===== src/shared/sfwp_pkg.sv =====
// Shared constants for the serial flash write-protection link
`default_nettype none
package sfwp_pkg;
	// ----------------------------------------
	// Command codes
	// ----------------------------------------
	localparam logic [7:0] OP_WR_ENABLE       = 8'h06;
	localparam logic [7:0] OP_WR_DISABLE      = 8'h04;
	localparam logic [7:0] OP_RD_STATUS       = 8'h05;
	localparam logic [7:0] OP_WR_STATUS       = 8'h01;
	localparam logic [7:0] OP_ERASE_4K        = 8'h20;
	localparam logic [7:0] OP_ERASE_32K       = 8'h52;
	localparam logic [7:0] OP_ERASE_64K       = 8'hd8;
	localparam logic [7:0] OP_ERASE_CHIP      = 8'h60;
	localparam logic [7:0] OP_PROGRAM         = 8'h02;
	localparam logic [7:0] OP_DEEP_POWER_DOWN = 8'hb9;
	localparam logic [7:0] OP_OTP_ENTER       = 8'hb1;
	localparam logic [7:0] OP_OTP_EXIT        = 8'hc1;
	localparam logic [7:0] OP_RD_SECURITY     = 8'h2b;
	localparam logic [7:0] OP_WR_SECURITY     = 8'h2f;
	// ----------------------------------------
	// Status and security layout
	// ----------------------------------------
	localparam int SR_BUSY_BIT      = 0;
	localparam int SR_LATCH_BIT     = 1;
	localparam int SR_LEVEL_LSB     = 2;
	localparam int SR_TBSEL_BIT     = 6;
	localparam int SR_LOCK_BIT      = 7;
	localparam int SEC_FACTORY_BIT  = 0;
	localparam int SEC_CUSTOMER_BIT = 1;
	// ----------------------------------------
	// Geometry and frame lengths
	// ----------------------------------------
	localparam int             BLK_LSB      = 16;
	localparam int             OTP_HALF_BIT = 9;
	localparam logic [4:0]     BLOCKS       = 5'h10;
	localparam logic [3:0]     LVL_ALL      = 4'h5;
	localparam logic [8:0]     PAGE_BYTES   = 9'h100;
	localparam logic [9:0]     NB_OPCODE    = 10'h001;
	localparam logic [9:0]     NB_STATUS_WR = 10'h002;
	localparam logic [9:0]     NB_ADDR_END  = 10'h003;
	localparam logic [9:0]     NB_WITH_ADDR = 10'h004;
	localparam logic [9:0]     NB_MAX       = 10'h3ff;
	localparam logic [1:0]     ER_4K        = 2'h0;
	localparam logic [1:0]     ER_32K       = 2'h1;
	localparam logic [1:0]     ER_64K       = 2'h2;
	localparam logic [1:0]     ER_CHIP      = 2'h3;
	// ----------------------------------------
	// Host controller registers (word index)
	// ----------------------------------------
	localparam logic [1:0] REG_CMD     = 2'h0;
	localparam logic [1:0] REG_ADDR    = 2'h1;
	localparam logic [1:0] REG_TXDATA  = 2'h2;
	localparam logic [1:0] REG_RXDATA  = 2'h3;
	localparam int         CMD_ADDR_BIT   = 8;
	localparam int         CMD_NDATA_LSB  = 9;
	localparam int         CMD_EXTRA_LSB  = 12;
	localparam int         CMD_WP_BIT     = 16;
	// ----------------------------------------
	// State machines
	// ----------------------------------------
	typedef enum logic [2:0] {
		DS_STANDBY = 3'b001,
		DS_ACTIVE  = 3'b010,
		DS_IGNORE  = 3'b100
	} sfwp_dev_st_t;
	typedef enum logic [4:0] {
		HS_IDLE = 5'b00001,
		HS_LOW  = 5'b00010,
		HS_HIGH = 5'b00100,
		HS_END  = 5'b01000,
		HS_GAP  = 5'b10000
	} sfwp_host_st_t;
endpackage
`default_nettype wire


===== src/shared/sfwp_if.sv =====
// Serial link between host controller and flash protection end
`timescale 1ns/1ps
`default_nettype none
interface sfwp_if;
	logic cs_n;
	logic sclk;
	logic si;
	logic so;
	logic so_oe;
	logic wp_n;
	logic so_line;
	// Released data line idles high
	assign so_line = so_oe ? so : 1'b1;
	modport device (input cs_n, input sclk, input si, input wp_n, output so, output so_oe);
	modport host (output cs_n, output sclk, output si, output wp_n, input so_line);
endinterface
`default_nettype wire


===== src/logic/sfwp_device.sv =====
// Flash end: frame decoder, block protection, OTP locks and busy timing
//
// The Avalon-MM slave port and the register addresses were decided locally.
`timescale 1ns/1ps
`default_nettype none
module sfwp_device #(
	parameter int unsigned PROG_CYC  = 64,
	parameter int unsigned ERASE_CYC = 512,
	parameter int unsigned SRW_CYC   = 32
) (
	input  wire logic        core_clk_in,
	input  wire logic        rst_in,
	sfwp_if.device           link,
	input  wire logic        quad_mode_in,
	input  wire logic        factory_lock_in,
	output logic             write_in_progress_out,
	output logic             write_enable_latch_out,
	output logic             dpd_out,
	output logic             otp_mode_out,
	output logic             er_pulse_out,
	output logic [1:0]       er_kind_out,
	output logic [23:0]      er_addr_out,
	output logic             pg_we_out,
	output logic             pg_otp_out,
	output logic [23:0]      pg_addr_out,
	output logic [7:0]       pg_data_out
);
	// ----------------------------------------
	// Pin synchronisers and edges
	// ----------------------------------------
	logic [3:0] s1_q, s2_q;
	logic       sclk_p_q, cs_p_q;
	always_ff @(posedge core_clk_in) begin
		if (rst_in) begin
			s1_q     <= 4'hd;
			s2_q     <= 4'hd;
			sclk_p_q <= 1'b0;
			cs_p_q   <= 1'b1;
		end else begin
			s1_q     <= {link.cs_n, link.sclk, link.si, link.wp_n};
			s2_q     <= s1_q;
			sclk_p_q <= s2_q[2];
			cs_p_q   <= s2_q[3];
		end
	end
	wire cs_n_s   = s2_q[3];
	wire sclk_s   = s2_q[2];
	wire si_s     = s2_q[1];
	wire wp_n_s   = s2_q[0];
	wire sck_rise = sclk_s & ~sclk_p_q & ~cs_n_s;
	wire sck_fall = ~sclk_s & sclk_p_q & ~cs_n_s;
	wire cs_fall  = ~cs_n_s & cs_p_q;
	wire cs_rise  = cs_n_s & ~cs_p_q;

	// ----------------------------------------
	// Frame shifter
	// ----------------------------------------
	sfwp_pkg::sfwp_dev_st_t st_q;
	logic [2:0]  bit_q;
	logic [9:0]  nb_q;
	logic [7:0]  sh_q, op_q, srw_q, out_q;
	logic [23:0] addr_q, pbase_q;
	logic [8:0]  pg_n_q, str_q;
	logic [7:0]  sidx_q;
	logic [7:0]  page_mem [0:255];
	logic        so_q, so_oe_q;

	logic       wel_q, tbs_q, swl_q, otp_q, dpd_q, cust_q, fac_q, strap_q, wip_q;
	logic [3:0] lvl_q;
	logic [15:0] wcnt_q;

	wire [7:0] byte_w    = {sh_q[6:0], si_s};
	wire       byte_done = (st_q == sfwp_pkg::DS_ACTIVE) & sck_rise & (bit_q == 3'h7);
	wire [7:0] cur_op    = (nb_q == 10'h0) ? byte_w : op_q;
	wire       cur_rd    = (cur_op == sfwp_pkg::OP_RD_STATUS) | (cur_op == sfwp_pkg::OP_RD_SECURITY);
	wire       rd_q      = (op_q == sfwp_pkg::OP_RD_STATUS) | (op_q == sfwp_pkg::OP_RD_SECURITY);
	wire       known_w   = cur_rd | (byte_w == sfwp_pkg::OP_WR_ENABLE) | (byte_w == sfwp_pkg::OP_WR_DISABLE)
		| (byte_w == sfwp_pkg::OP_WR_STATUS) | (byte_w == sfwp_pkg::OP_ERASE_4K)
		| (byte_w == sfwp_pkg::OP_ERASE_32K) | (byte_w == sfwp_pkg::OP_ERASE_64K)
		| (byte_w == sfwp_pkg::OP_ERASE_CHIP) | (byte_w == sfwp_pkg::OP_PROGRAM)
		| (byte_w == sfwp_pkg::OP_DEEP_POWER_DOWN) | (byte_w == sfwp_pkg::OP_OTP_ENTER)
		| (byte_w == sfwp_pkg::OP_OTP_EXIT) | (byte_w == sfwp_pkg::OP_WR_SECURITY);

	always_ff @(posedge core_clk_in) begin
		if (rst_in) begin
			st_q <= sfwp_pkg::DS_STANDBY;
		end else begin
			unique case (st_q)
				sfwp_pkg::DS_STANDBY: begin
					if (cs_fall)
						st_q <= dpd_q ? sfwp_pkg::DS_IGNORE : sfwp_pkg::DS_ACTIVE;
				end
				sfwp_pkg::DS_ACTIVE: begin
					if (cs_rise)
						st_q <= sfwp_pkg::DS_STANDBY;
					else if (byte_done && nb_q == 10'h0 && (!known_w || (wip_q && !cur_rd)))
						st_q <= sfwp_pkg::DS_IGNORE;
				end
				sfwp_pkg::DS_IGNORE: begin
					if (cs_rise)
						st_q <= sfwp_pkg::DS_STANDBY;
				end
			endcase
		end
	end

	always_ff @(posedge core_clk_in) begin
		if (rst_in) begin
			bit_q  <= 3'h0;
			nb_q   <= 10'h0;
			sh_q   <= 8'h0;
			op_q   <= 8'h0;
			srw_q  <= 8'h0;
			addr_q <= 24'h0;
			pg_n_q <= 9'h0;
		end else if (cs_fall) begin
			bit_q  <= 3'h0;
			nb_q   <= 10'h0;
			pg_n_q <= 9'h0;
		end else if (st_q == sfwp_pkg::DS_ACTIVE && sck_rise) begin
			sh_q  <= byte_w;
			bit_q <= bit_q + 3'h1;
			if (byte_done) begin
				if (nb_q != sfwp_pkg::NB_MAX)
					nb_q <= nb_q + 10'h1;
				if (nb_q == 10'h0)
					op_q <= byte_w;
				else if (nb_q <= sfwp_pkg::NB_ADDR_END)
					addr_q <= {addr_q[15:0], byte_w};
				if (nb_q == sfwp_pkg::NB_OPCODE)
					srw_q <= byte_w;
				if (nb_q >= sfwp_pkg::NB_WITH_ADDR && op_q == sfwp_pkg::OP_PROGRAM && pg_n_q != sfwp_pkg::PAGE_BYTES)
					pg_n_q <= pg_n_q + 9'h1;
			end
		end
	end

	// Page buffer holds data until the frame closes cleanly
	always_ff @(posedge core_clk_in) begin
		if (byte_done && nb_q >= sfwp_pkg::NB_WITH_ADDR && op_q == sfwp_pkg::OP_PROGRAM
			&& pg_n_q != sfwp_pkg::PAGE_BYTES)
			page_mem[pg_n_q[7:0]] <= byte_w;
	end

	// ----------------------------------------
	// Protection decode
	// ----------------------------------------
	function automatic logic blk_prot(input logic [3:0] lvl, input logic tbs, input logic [3:0] blk);
		logic [4:0] n;
		n = (lvl == 4'h0) ? 5'h0 : (lvl >= sfwp_pkg::LVL_ALL) ? sfwp_pkg::BLOCKS : 5'(5'h1 << (lvl - 4'h1));
		blk_prot = tbs ? ({1'b0, blk} < n) : ({1'b0, blk} >= sfwp_pkg::BLOCKS - n);
	endfunction

	wire [7:0] stat_w = {swl_q, tbs_q, lvl_q, wel_q, wip_q};
	wire [7:0] sec_w  = {6'h0, cust_q, fac_q};
	wire hw_lock  = swl_q & ~wp_n_s & ~quad_mode_in;
	wire prot_w   = blk_prot(lvl_q, tbs_q, addr_q[sfwp_pkg::BLK_LSB +: 4]);
	wire otp_lk   = addr_q[sfwp_pkg::OTP_HALF_BIT] ? fac_q : cust_q;
	wire exec     = (st_q == sfwp_pkg::DS_ACTIVE) & cs_rise & (bit_q == 3'h0);
	wire op_er    = (op_q == sfwp_pkg::OP_ERASE_4K) | (op_q == sfwp_pkg::OP_ERASE_32K)
		| (op_q == sfwp_pkg::OP_ERASE_64K);
	wire changer  = op_er | (op_q == sfwp_pkg::OP_ERASE_CHIP) | (op_q == sfwp_pkg::OP_PROGRAM)
		| (op_q == sfwp_pkg::OP_WR_STATUS) | (op_q == sfwp_pkg::OP_WR_SECURITY);
	wire ok_wrsr  = exec & (op_q == sfwp_pkg::OP_WR_STATUS) & (nb_q == sfwp_pkg::NB_STATUS_WR)
		& wel_q & ~hw_lock;
	wire ok_er    = exec & op_er & (nb_q == sfwp_pkg::NB_WITH_ADDR) & wel_q & ~otp_q & ~prot_w;
	wire ok_ce    = exec & (op_q == sfwp_pkg::OP_ERASE_CHIP) & (nb_q == sfwp_pkg::NB_OPCODE) & wel_q
		& ~otp_q & (lvl_q == 4'h0);
	wire ok_pp    = exec & (op_q == sfwp_pkg::OP_PROGRAM) & (nb_q > sfwp_pkg::NB_WITH_ADDR) & wel_q
		& (otp_q ? ~otp_lk : ~prot_w);
	wire ok_scur  = exec & (op_q == sfwp_pkg::OP_WR_SECURITY) & (nb_q == sfwp_pkg::NB_OPCODE) & wel_q;
	wire single   = exec & (nb_q == sfwp_pkg::NB_OPCODE);
	wire [1:0] er_kind_w = (op_q == sfwp_pkg::OP_ERASE_4K) ? sfwp_pkg::ER_4K :
		(op_q == sfwp_pkg::OP_ERASE_32K) ? sfwp_pkg::ER_32K :
		(op_q == sfwp_pkg::OP_ERASE_64K) ? sfwp_pkg::ER_64K : sfwp_pkg::ER_CHIP;
	wire [15:0] ld_cyc = ok_wrsr ? 16'(SRW_CYC) : ok_pp ? 16'(PROG_CYC) : 16'(ERASE_CYC);
	wire ld_busy = ok_wrsr | ok_er | ok_ce | ok_pp | ok_scur;

	// ----------------------------------------
	// Status, locks and busy timing
	// ----------------------------------------
	always_ff @(posedge core_clk_in) begin
		if (rst_in) begin
			wel_q   <= 1'b0;
			lvl_q   <= 4'h0;
			tbs_q   <= 1'b0;
			swl_q   <= 1'b0;
			otp_q   <= 1'b0;
			dpd_q   <= 1'b0;
			cust_q  <= 1'b0;
			fac_q   <= 1'b0;
			strap_q <= 1'b0;
			wcnt_q  <= 16'h0;
			wip_q   <= 1'b0;
		end else begin
			// Strap taken once, after reset release
			if (!strap_q) begin
				fac_q   <= factory_lock_in;
				strap_q <= 1'b1;
			end
			if (single && op_q == sfwp_pkg::OP_WR_ENABLE)
				wel_q <= 1'b1;
			else if (exec && (changer || op_q == sfwp_pkg::OP_WR_DISABLE))
				wel_q <= 1'b0;
			if (ok_wrsr) begin
				lvl_q <= srw_q[sfwp_pkg::SR_LEVEL_LSB +: 4];
				tbs_q <= srw_q[sfwp_pkg::SR_TBSEL_BIT];
				swl_q <= srw_q[sfwp_pkg::SR_LOCK_BIT];
			end
			if (ok_scur)
				cust_q <= 1'b1;
			if (single && op_q == sfwp_pkg::OP_OTP_ENTER)
				otp_q <= 1'b1;
			else if (single && op_q == sfwp_pkg::OP_OTP_EXIT)
				otp_q <= 1'b0;
			if (single && op_q == sfwp_pkg::OP_DEEP_POWER_DOWN)
				dpd_q <= 1'b1;
			else if (st_q == sfwp_pkg::DS_IGNORE && cs_rise && dpd_q)
				dpd_q <= 1'b0;
			wcnt_q <= ld_busy ? ld_cyc : (wcnt_q != 16'h0) ? wcnt_q - 16'h1 : 16'h0;
			wip_q  <= ld_busy | (wcnt_q > 16'h1) | (str_q > 9'h1);
		end
	end

	// ----------------------------------------
	// Array commit outputs
	// ----------------------------------------
	always_ff @(posedge core_clk_in) begin
		if (rst_in) begin
			er_pulse_out <= 1'b0;
			er_kind_out  <= sfwp_pkg::ER_4K;
			er_addr_out  <= 24'h0;
			str_q        <= 9'h0;
			sidx_q       <= 8'h0;
			pbase_q      <= 24'h0;
			pg_we_out    <= 1'b0;
			pg_otp_out   <= 1'b0;
			pg_addr_out  <= 24'h0;
			pg_data_out  <= 8'h0;
		end else begin
			er_pulse_out <= ok_er | ok_ce;
			if (ok_er | ok_ce) begin
				er_kind_out <= er_kind_w;
				er_addr_out <= addr_q;
			end
			if (ok_pp) begin
				str_q      <= pg_n_q;
				sidx_q     <= 8'h0;
				pbase_q    <= addr_q;
				pg_otp_out <= otp_q;
			end else if (str_q != 9'h0) begin
				str_q  <= str_q - 9'h1;
				sidx_q <= sidx_q + 8'h1;
			end
			pg_we_out <= (str_q != 9'h0) & ~ok_pp;
			if (str_q != 9'h0) begin
				pg_addr_out <= {pbase_q[23:8], pbase_q[7:0] + sidx_q};
				pg_data_out <= page_mem[sidx_q];
			end
		end
	end

	// ----------------------------------------
	// Read-back shifter, driven on falling edges
	// ----------------------------------------
	always_ff @(posedge core_clk_in) begin
		if (rst_in) begin
			out_q   <= 8'h0;
			so_q    <= 1'b0;
			so_oe_q <= 1'b0;
		end else begin
			// Reloaded every byte so polling sees fresh busy state
			if (byte_done && cur_rd)
				out_q <= (cur_op == sfwp_pkg::OP_RD_STATUS) ? stat_w : sec_w;
			else if (sck_fall && rd_q) begin
				so_q  <= out_q[7];
				out_q <= {out_q[6:0], 1'b0};
			end
			so_oe_q <= (st_q == sfwp_pkg::DS_ACTIVE) & rd_q & (nb_q != 10'h0) & ~cs_n_s;
		end
	end

	assign link.so                = so_q;
	assign link.so_oe             = so_oe_q;
	assign write_in_progress_out  = wip_q;
	assign write_enable_latch_out = wel_q;
	assign dpd_out                = dpd_q;
	assign otp_mode_out           = otp_q;
endmodule
`default_nettype wire


===== src/flat_wrapper.sv =====
// flat-port wrapper written by rule: the top's interface ports become plain ports
module sfwp_device_flat 
#(
	parameter int unsigned PROG_CYC  = 64,
	parameter int unsigned ERASE_CYC = 512,
	parameter int unsigned SRW_CYC   = 32
)
  (core_clk_in, rst_in, quad_mode_in, factory_lock_in, write_in_progress_out, write_enable_latch_out, dpd_out, otp_mode_out, er_pulse_out, er_kind_out, er_addr_out, pg_we_out, pg_otp_out, pg_addr_out, pg_data_out, link_cs_n, link_sclk, link_si, link_wp_n, link_so, link_so_oe);
  sfwp_if link_i ();
  input  wire logic core_clk_in;
  input  wire logic rst_in;
  input  wire logic quad_mode_in;
  input  wire logic factory_lock_in;
  output logic write_in_progress_out;
  output logic write_enable_latch_out;
  output logic dpd_out;
  output logic otp_mode_out;
  output logic er_pulse_out;
  output logic [1:0] er_kind_out;
  output logic [23:0] er_addr_out;
  output logic pg_we_out;
  output logic pg_otp_out;
  output logic [23:0] pg_addr_out;
  output logic [7:0] pg_data_out;
  input wire logic [$bits(link_i.cs_n)-1:0] link_cs_n;
  input wire logic [$bits(link_i.sclk)-1:0] link_sclk;
  input wire logic [$bits(link_i.si)-1:0] link_si;
  input wire logic [$bits(link_i.wp_n)-1:0] link_wp_n;
  output wire logic [$bits(link_i.so)-1:0] link_so;
  output wire logic [$bits(link_i.so_oe)-1:0] link_so_oe;
  assign link_i.cs_n = link_cs_n;
  assign link_i.sclk = link_sclk;
  assign link_i.si = link_si;
  assign link_i.wp_n = link_wp_n;
  assign link_so = link_i.so;
  assign link_so_oe = link_i.so_oe;
  sfwp_device #(.PROG_CYC(PROG_CYC), .ERASE_CYC(ERASE_CYC), .SRW_CYC(SRW_CYC)) u_core (.core_clk_in(core_clk_in), .rst_in(rst_in), .link(link_i), .quad_mode_in(quad_mode_in), .factory_lock_in(factory_lock_in), .write_in_progress_out(write_in_progress_out), .write_enable_latch_out(write_enable_latch_out), .dpd_out(dpd_out), .otp_mode_out(otp_mode_out), .er_pulse_out(er_pulse_out), .er_kind_out(er_kind_out), .er_addr_out(er_addr_out), .pg_we_out(pg_we_out), .pg_otp_out(pg_otp_out), .pg_addr_out(pg_addr_out), .pg_data_out(pg_data_out));
endmodule

===== config.mk =====
export PLATFORM = sky130hd
export DESIGN_NAME = sfwp_device_flat
export DESIGN_NICKNAME = d
export VERILOG_FILES = /design/src/shared/sfwp_pkg.sv /design/src/shared/sfwp_if.sv /design/src/logic/sfwp_device.sv /design/src/flat_wrapper.sv
export SDC_FILE = /design/constraint.sdc
export NUM_CORES = 2
export LEC_CHECK = 0
export BUFFER_PORTS_ARGS = -buffer_cell sky130_fd_sc_hd__buf_2
export CAP_MARGIN = 40
export CORE_ASPECT_RATIO = 0.6
export CORE_MARGIN = 2
export CORE_UTILIZATION = 50
export CTS_CLUSTER_SIZE = 16
export DETAILED_ROUTE_END_ITERATION = 16
export PLACE_DENSITY = 0.71
export SKIP_CTS_REPAIR_TIMING = 1
export SLEW_MARGIN = 20
export SYNTH_ARGS = -nofsm -noshare
export SYNTH_HDL_FRONTEND = slang
export SYNTH_SLANG_ARGS = --single-unit

===== constraint.sdc =====
create_clock -name core_clk_in -period 7.24 [get_ports core_clk_in]
set_input_delay 0 -clock core_clk_in [delete_from_list [all_inputs] [get_ports core_clk_in]]
set_output_delay 0 -clock core_clk_in [all_outputs]
set_load 0.01 [all_outputs]

After elaboration in Yosys (flattened, before gate mapping):

Memory sizes are Yosys's and may differ from the RTL's. A register that Yosys moved wholly into a read port is not among the register bits.
Cells that the tools add are included.

* memories: 1
* RAM bits: 2048
* word-level logic and storage cells: 249
* output and inout bits: 67
* bits in registers: 215
* input port bits: 8

* bitwise gates (word level): 79
* reduce and logical (&&, ||, !) cells: 43
* multiplexer cells: 33
* eq/ne operators: 40
* $lt $le $gt $ge: 8
* add/sub/neg operators: 9
* shifts and indexed selects: 1

Memories
* u_core.page_mem: depth 256, bits a word 8, rd ports 1, clocked after memory_dff 1, write ports 1, RTL line sfwp_device.sv:65 `logic [7:0] page_mem [0:255];`

Operators with widths (count)
* equality test 8 bit (second input constant): 8
* equality test 8 x 3 -> 1 bit (second input constant): 6
* equality test 8 x 6 -> 1 bit (second input constant): 6
* two-way mux 16 bit: 3
* AND 1 bit: 38
* equality test 8 x 7 -> 1 bit (second input constant): 4
* two-way mux 8 bit: 4
* OR 1 bit: 27
* logical AND 1 bit: 18
* two-way mux 9 bit: 2
* equality test 8 x 1 -> 1 bit (second input constant): 2
* equality test 8 x 2 -> 1 bit (second input constant): 2
* greater-than comparator 16 x 1 -> 1 bit (second input constant): 1
* nonzero test 16 bit: 1
* subtractor 16 x 1 -> 16 bit (second input constant): 1
* two-way mux 3 bit: 5
* inverter 1 bit: 14
* two-way mux 1 bit: 13
* AND reduction 3 bit: 4
* adder 10 x 1 -> 10 bit (second input constant): 1
* equality test 10 x 1 -> 1 bit (second input constant): 1
* equality test 10 x 2 -> 1 bit (second input constant): 1
* equality test 10 x 3 -> 1 bit (second input constant): 1
* greater-or-equal comparator 10 x 3 -> 1 bit (second input constant): 1
* other kinds (37): 49

Depth between registers and ports, before layout:

* depth in word-level cells: 22
* depth in mapped cells: 14
* mapped depth without buffers: 12

Worst setup path after synthesis:

OpenSTA, ideal clock, no wires.

* path kind: reg2reg
* from: reg u_core.s2_q[1]
* to: reg u_core.out_q[1]
* data arrival time: 5.374 ns
* cell stages (with the launch flop): 9
* data required time: 7.109 ns
* slack: 1.735 ns
* path buffers: 1
* library setup time: 0.131 ns
* path through: dfxtp_1 > clkbuf_1 > inv_1 > nor4_1 > mux2i_1 > nor4b_4 > mux2_1 > a32oi_1 > a21oi_2

* cells in the longest elaborated chain, start to end: 5
* elaborated cells on any way between the ends: 8

RTL lines
* start, declared: RTL line sfwp_device.sv:31 `logic [3:0] s1_q, s2_q;`
* start signal, assigned: RTL line sfwp_device.sv:41 `s2_q <= s1_q;`
* two-way mux 8 bit (*): RTL line sfwp_device.sv:74 `wire [7:0] cur_op = (nb_q == 10'h0) ? byte_w : op_q;`
* equality test 8 x 3 -> 1 bit / equality test 8 x 6 -> 1 bit (equally long branches): RTL line sfwp_device.sv:75, sfwp_device.sv:274
* OR 1 bit: RTL line sfwp_device.sv:75 `wire cur_rd = (cur_op == sfwp_pkg::OP_RD_STATUS) | (cur_op == sfwp_pkg::OP_RD_SECURITY);`
* logical AND 1 bit: RTL line sfwp_device.sv:273 `if (byte_done && cur_rd)`
* two-way mux 8 bit / nonzero test 2 bit (equally long branches)
* end signal, assigned: RTL line sfwp_device.sv:274 `out_q <= (cur_op == sfwp_pkg::OP_RD_STATUS) ? stat_w : sec_w;`
* end signal, assigned: RTL line sfwp_device.sv:277 `out_q <= {out_q[6:0], 1'b0};`
* end, declared: RTL line sfwp_device.sv:61 `logic [7:0] sh_q, op_q, srw_q, out_q;`

Every way passes the cells marked *; elsewhere a longest branch is shown, timed or not.
A chain may end at the register's enable or synchronous reset.

==> impl_metrics.yaml <==
die:
  area_inside_the_core_boundary_um2: 178200
  initial_core_util: 0.5027
  dieHeight_um: 331.9
  die-area_um2: 182700
  die_width_um: 550.5
  ios: 75
  core.rowCount: 120
outcome:
  outcome: "completed"
grt:
  first_global_vias: 47239
  antenna_found_initial: 9
  grt_start_max_net_pins: 214
  global_route_overflow: 0
  global_route_wire_length_before_repair_um: 351200
  globalRouteTotalUtil: 0.2671
critical_path:
  timing.critical_path.from_type: "flip-flop"
  worst_setup_path_startpoint: "u_core.sidx_q[0]"
  worst-setup-path-type: "flip-flop to flip-flop"
  critical_path.reg2reg.startpoint: "u_core.sidx_q[0]"
  worst_ep_arrival_time_ps: 4820
  rrSetupSlack_ps: 3130
  worst-path-max-fanout: 30
  critPathRequiredTime_ps: 7950
  crit_path_end_kind: "flip-flop"
synth:
  synth_warnings: 0
  synth-seq-cells: 2269
  syn_avg_cell_area_um2: 18.29
  distinct_cell_type_count_after_synthesis: 91
  seq_area_frac_synth: 0.7359
  synth_adder_area_share: 0.004693
  ys.flop_type: "sky130_fd_sc_hd__edfxtp_1"
  postSynthCellCount: 4897
  synthSimpleGateAreaFrac: 0.04779
  synth_xor_xnor_area_share: 0.004595
  synthArstFlopShare: 0
  synth_compound_gate_area_share: 0.04116
  synth_enable_flop_cells: 2048
  synth_top_family_by_area: "multiplexers"
  post_synthesis_mux_area_share: 0.1468
  synth.net_count: 4938
  synth.cell_area_um2: 89590
timing:
  grt_setup_unrepaired: "no"
  slew-limit-headroom: 0.3075
  finalSetupTns_ps: 0
  finalHoldViolCount: 0
  timing.final.crit_period_ps: 4110
  timing.final.max_slew_violations: 0
  fmax_ghz: 0.2433
  worst_clock_skew_ps: 43.10
  share_of_the_clock_period_used_by_the_worst_path_after_layout: 0.5677
  setup_viol: 0
  worstMarginPinSlew_ps: 1039
  fin_ws_ps: 3130
run:
  max-cap-violations: 0
placement:
  preCtsSetupSlack_ps: 3208
  routabilityCongestion: 0.9124
  post-place-cells: 7207
  dpl-instance-area_um2: 93340
  placement.io_buffers: 74
  detailed_place_hpwl_um: 154400
clocking:
  h_tree_level_count: 4
  path_clk_slew_ps: 70
  clock_tree.buffer_depth: 4
  clk_lat_worst_skew_ps: 830
  cts-root-buf: "sky130_fd_sc_hd__clkbuf_16"
  cts_tree: "built"
  cts.sinks: 2269
  numCtsBuffers: 193
route:
  detailroute.via_count: 50808
  dr_wl_cell_um: 32.26
  post-route-drc-count: 0
  drt-pass1-iter-count: 7
  avgViaCountPerCell: 6.620
  finalWirelength_um: 247600
  ant_nets: 0
  drt_first_iter_violations: 9217
final_layout:
  layout.cell_area.non_filler_um2: 100500
  synthesis_to_finish_area_growth_pct: 12.22
  final.fill_count: 13094
  final_net_count: 5178
  finalNonFillerCells: 7675
  share_of_layout_cells_above_drive_strength_1: 0.2242
worst_hold_path:
  hold_path.class: "input port to flip-flop"
  timing.hold.worst.start: "quad_mode_in"
pwr:
  vdd_drop_max_uv: 202.9
  power_leakage_nw: 32.58
  p_total_mw: 29.84
  powerDensity_nw_per_um2: 296.9
## through the flow
stage,hold WS (ps),util
floorplan,103.8,-
global placement,182.3,0.5187
detailed placement,188.3,0.5237
CTS,-669.9,0.5581
global route,116.2,0.5639
finish,88.30,0.5641
## cells in the mapped netlist, types with 14 or more instances
master | n | area [um2]
sky130_fd_sc_hd__nor3_1 | 56 | 280.3
sky130_fd_sc_hd__buf_2 | 62 | 310.3
sky130_fd_sc_hd__mux2i_1 | 199 | 1992
sky130_fd_sc_hd__edfxtp_1 | 2048 | 61500
sky130_fd_sc_hd__xnor2_1 | 32 | 280.3
sky130_fd_sc_hd__nand3_1 | 105 | 525.5
sky130_fd_sc_hd__o22ai_1 | 30 | 187.7
sky130_fd_sc_hd__o221ai_1 | 23 | 201.4
sky130_fd_sc_hd__o21ai_0 | 108 | 540.5
sky130_fd_sc_hd__buf_1 | 23 | 86.33
sky130_fd_sc_hd__buf_4 | 29 | 217.7
sky130_fd_sc_hd__mux2_2 | 15 | 168.9
sky130_fd_sc_hd__dfxtp_1 | 221 | 4424
sky130_fd_sc_hd__o211ai_1 | 15 | 112.6
sky130_fd_sc_hd__ha_1 | 32 | 400.4
sky130_fd_sc_hd__nor4_1 | 22 | 137.6
sky130_fd_sc_hd__mux4_2 | 487 | 10970
sky130_fd_sc_hd__a21oi_1 | 193 | 965.9
sky130_fd_sc_hd__a211oi_1 | 18 | 135.1
sky130_fd_sc_hd__inv_1 | 31 | 116.4
sky130_fd_sc_hd__nor2b_1 | 22 | 137.6
sky130_fd_sc_hd__or3_1 | 14 | 87.58
sky130_fd_sc_hd__nand2_1 | 231 | 867.1
sky130_fd_sc_hd__a22oi_1 | 28 | 210.2
sky130_fd_sc_hd__xor2_1 | 15 | 131.4
sky130_fd_sc_hd__nand4_1 | 19 | 118.9
sky130_fd_sc_hd__a221oi_1 | 30 | 262.8
sky130_fd_sc_hd__clkbuf_1 | 169 | 634.4
sky130_fd_sc_hd__buf_6 | 27 | 304.0
sky130_fd_sc_hd__nor2_1 | 370 | 1389
## flip-flops by register name, summed over array words and instances, names as in the netlist, 8 cells and up
signal,cells
u_core.out_q,8
u_core.page_mem,2048
u_core.pbase_q,24
u_core.wcnt_q,16
u_core.sidx_q,8
u_core.pg_data_out,8
u_core.er_addr_out,24
u_core.addr_q,24
u_core.nb_q,10
u_core.op_q,8
u_core.str_q,9
u_core.pg_n_q,9
u_core.pg_addr_out,24
## cell type report
cell class                      count  area (um2)  area share
Sequential cell                  2269       65970      0.6562
Tap cell                         2379        2977     0.02961
Multi-Input combinational cell   2282       22080      0.2196
Inverter                           34       132.6    0.001319
Timing Repair Buffer              357        3233     0.03216
Clock inverter                    107       984.7    0.009795
Clock buffer                      237        5132     0.05105
Antenna cell                       10       25.02   0.0002489
## cell usage in the layout, fill, tap and decap left out, types with 21 or more instances in the layout
master / n
sky130_fd_sc_hd__a21oi_1: 193
sky130_fd_sc_hd__a221oi_1: 30
sky130_fd_sc_hd__a22oi_1: 28
sky130_fd_sc_hd__buf_12: 21
sky130_fd_sc_hd__buf_2: 81
sky130_fd_sc_hd__buf_4: 205
sky130_fd_sc_hd__clkbuf_1: 37
sky130_fd_sc_hd__clkbuf_16: 199
sky130_fd_sc_hd__clkinv_1: 42
sky130_fd_sc_hd__clkinv_2: 29
sky130_fd_sc_hd__dfxtp_1: 207
sky130_fd_sc_hd__edfxtp_1: 2048
sky130_fd_sc_hd__ha_1: 32
sky130_fd_sc_hd__inv_1: 32
sky130_fd_sc_hd__mux2i_1: 199
sky130_fd_sc_hd__mux4_2: 487
sky130_fd_sc_hd__nand2_1: 226
sky130_fd_sc_hd__nand3_1: 101
sky130_fd_sc_hd__nor2_1: 367
sky130_fd_sc_hd__nor3_1: 56
sky130_fd_sc_hd__o21ai_0: 108
sky130_fd_sc_hd__o221ai_1: 21
sky130_fd_sc_hd__o22ai_1: 30
sky130_fd_sc_hd__xnor2_1: 32
## critical path, stage by stage (launching register included)
cell and delay [ps]:
sky130_fd_sc_hd__dfxtp_4 630, sky130_fd_sc_hd__buf_12 300, sky130_fd_sc_hd__buf_4 540, sky130_fd_sc_hd__buf_4 580, sky130_fd_sc_hd__mux4_2 580, sky130_fd_sc_hd__nand2_1 80
sky130_fd_sc_hd__nand3_1 110, sky130_fd_sc_hd__a31oi_1 610, sky130_fd_sc_hd__a21oi_1 210, sky130_fd_sc_hd__a21oi_1 210, sky130_fd_sc_hd__o2bb2ai_1 80
## layer usage
layer  vias up  track usage  wire, um
met5         -     0.006279       419
met4        20      0.06738      6177
met3       446       0.1115     40830
met2      3909       0.3437    100200
met1     26215       0.4145     99920
li1      20218            -         -
## cells by family (layout without fill, tap and decap cells)
| kind of cell | count (synthesis) | after routing |
|---|---|---|
| DFF | 2269 | 2269 |
| and+or+nand+nor | 932 | 932 |
| muxes | 703 | 703 |
| AOI/OAI and AO/OA | 567 | 567 |
| buffers and inverters | 346 | 735 |
| xor gates and xnor gates | 47 | 47 |
| adders and majority gates | 33 | 33 |
| other | 0 | 10 |
## final timing paths
check        depth (start not counted)               endpoint
max                                 10  u_core.pg_data_out[5]
min                                  6       u_core.wcnt_q[5]
max reg2reg                         10  u_core.pg_data_out[5]
min reg2reg                          1         u_core.s2_q[3]
## power breakdown
part	leakage (nW)	switching, mW	internal (mW)
clock	2.98	4.66	5.69
combinational	8.37	2.88	2.31
sequential	21.2	0.151	14.1
No activity file was read; power rests on OpenSTA's default activity.
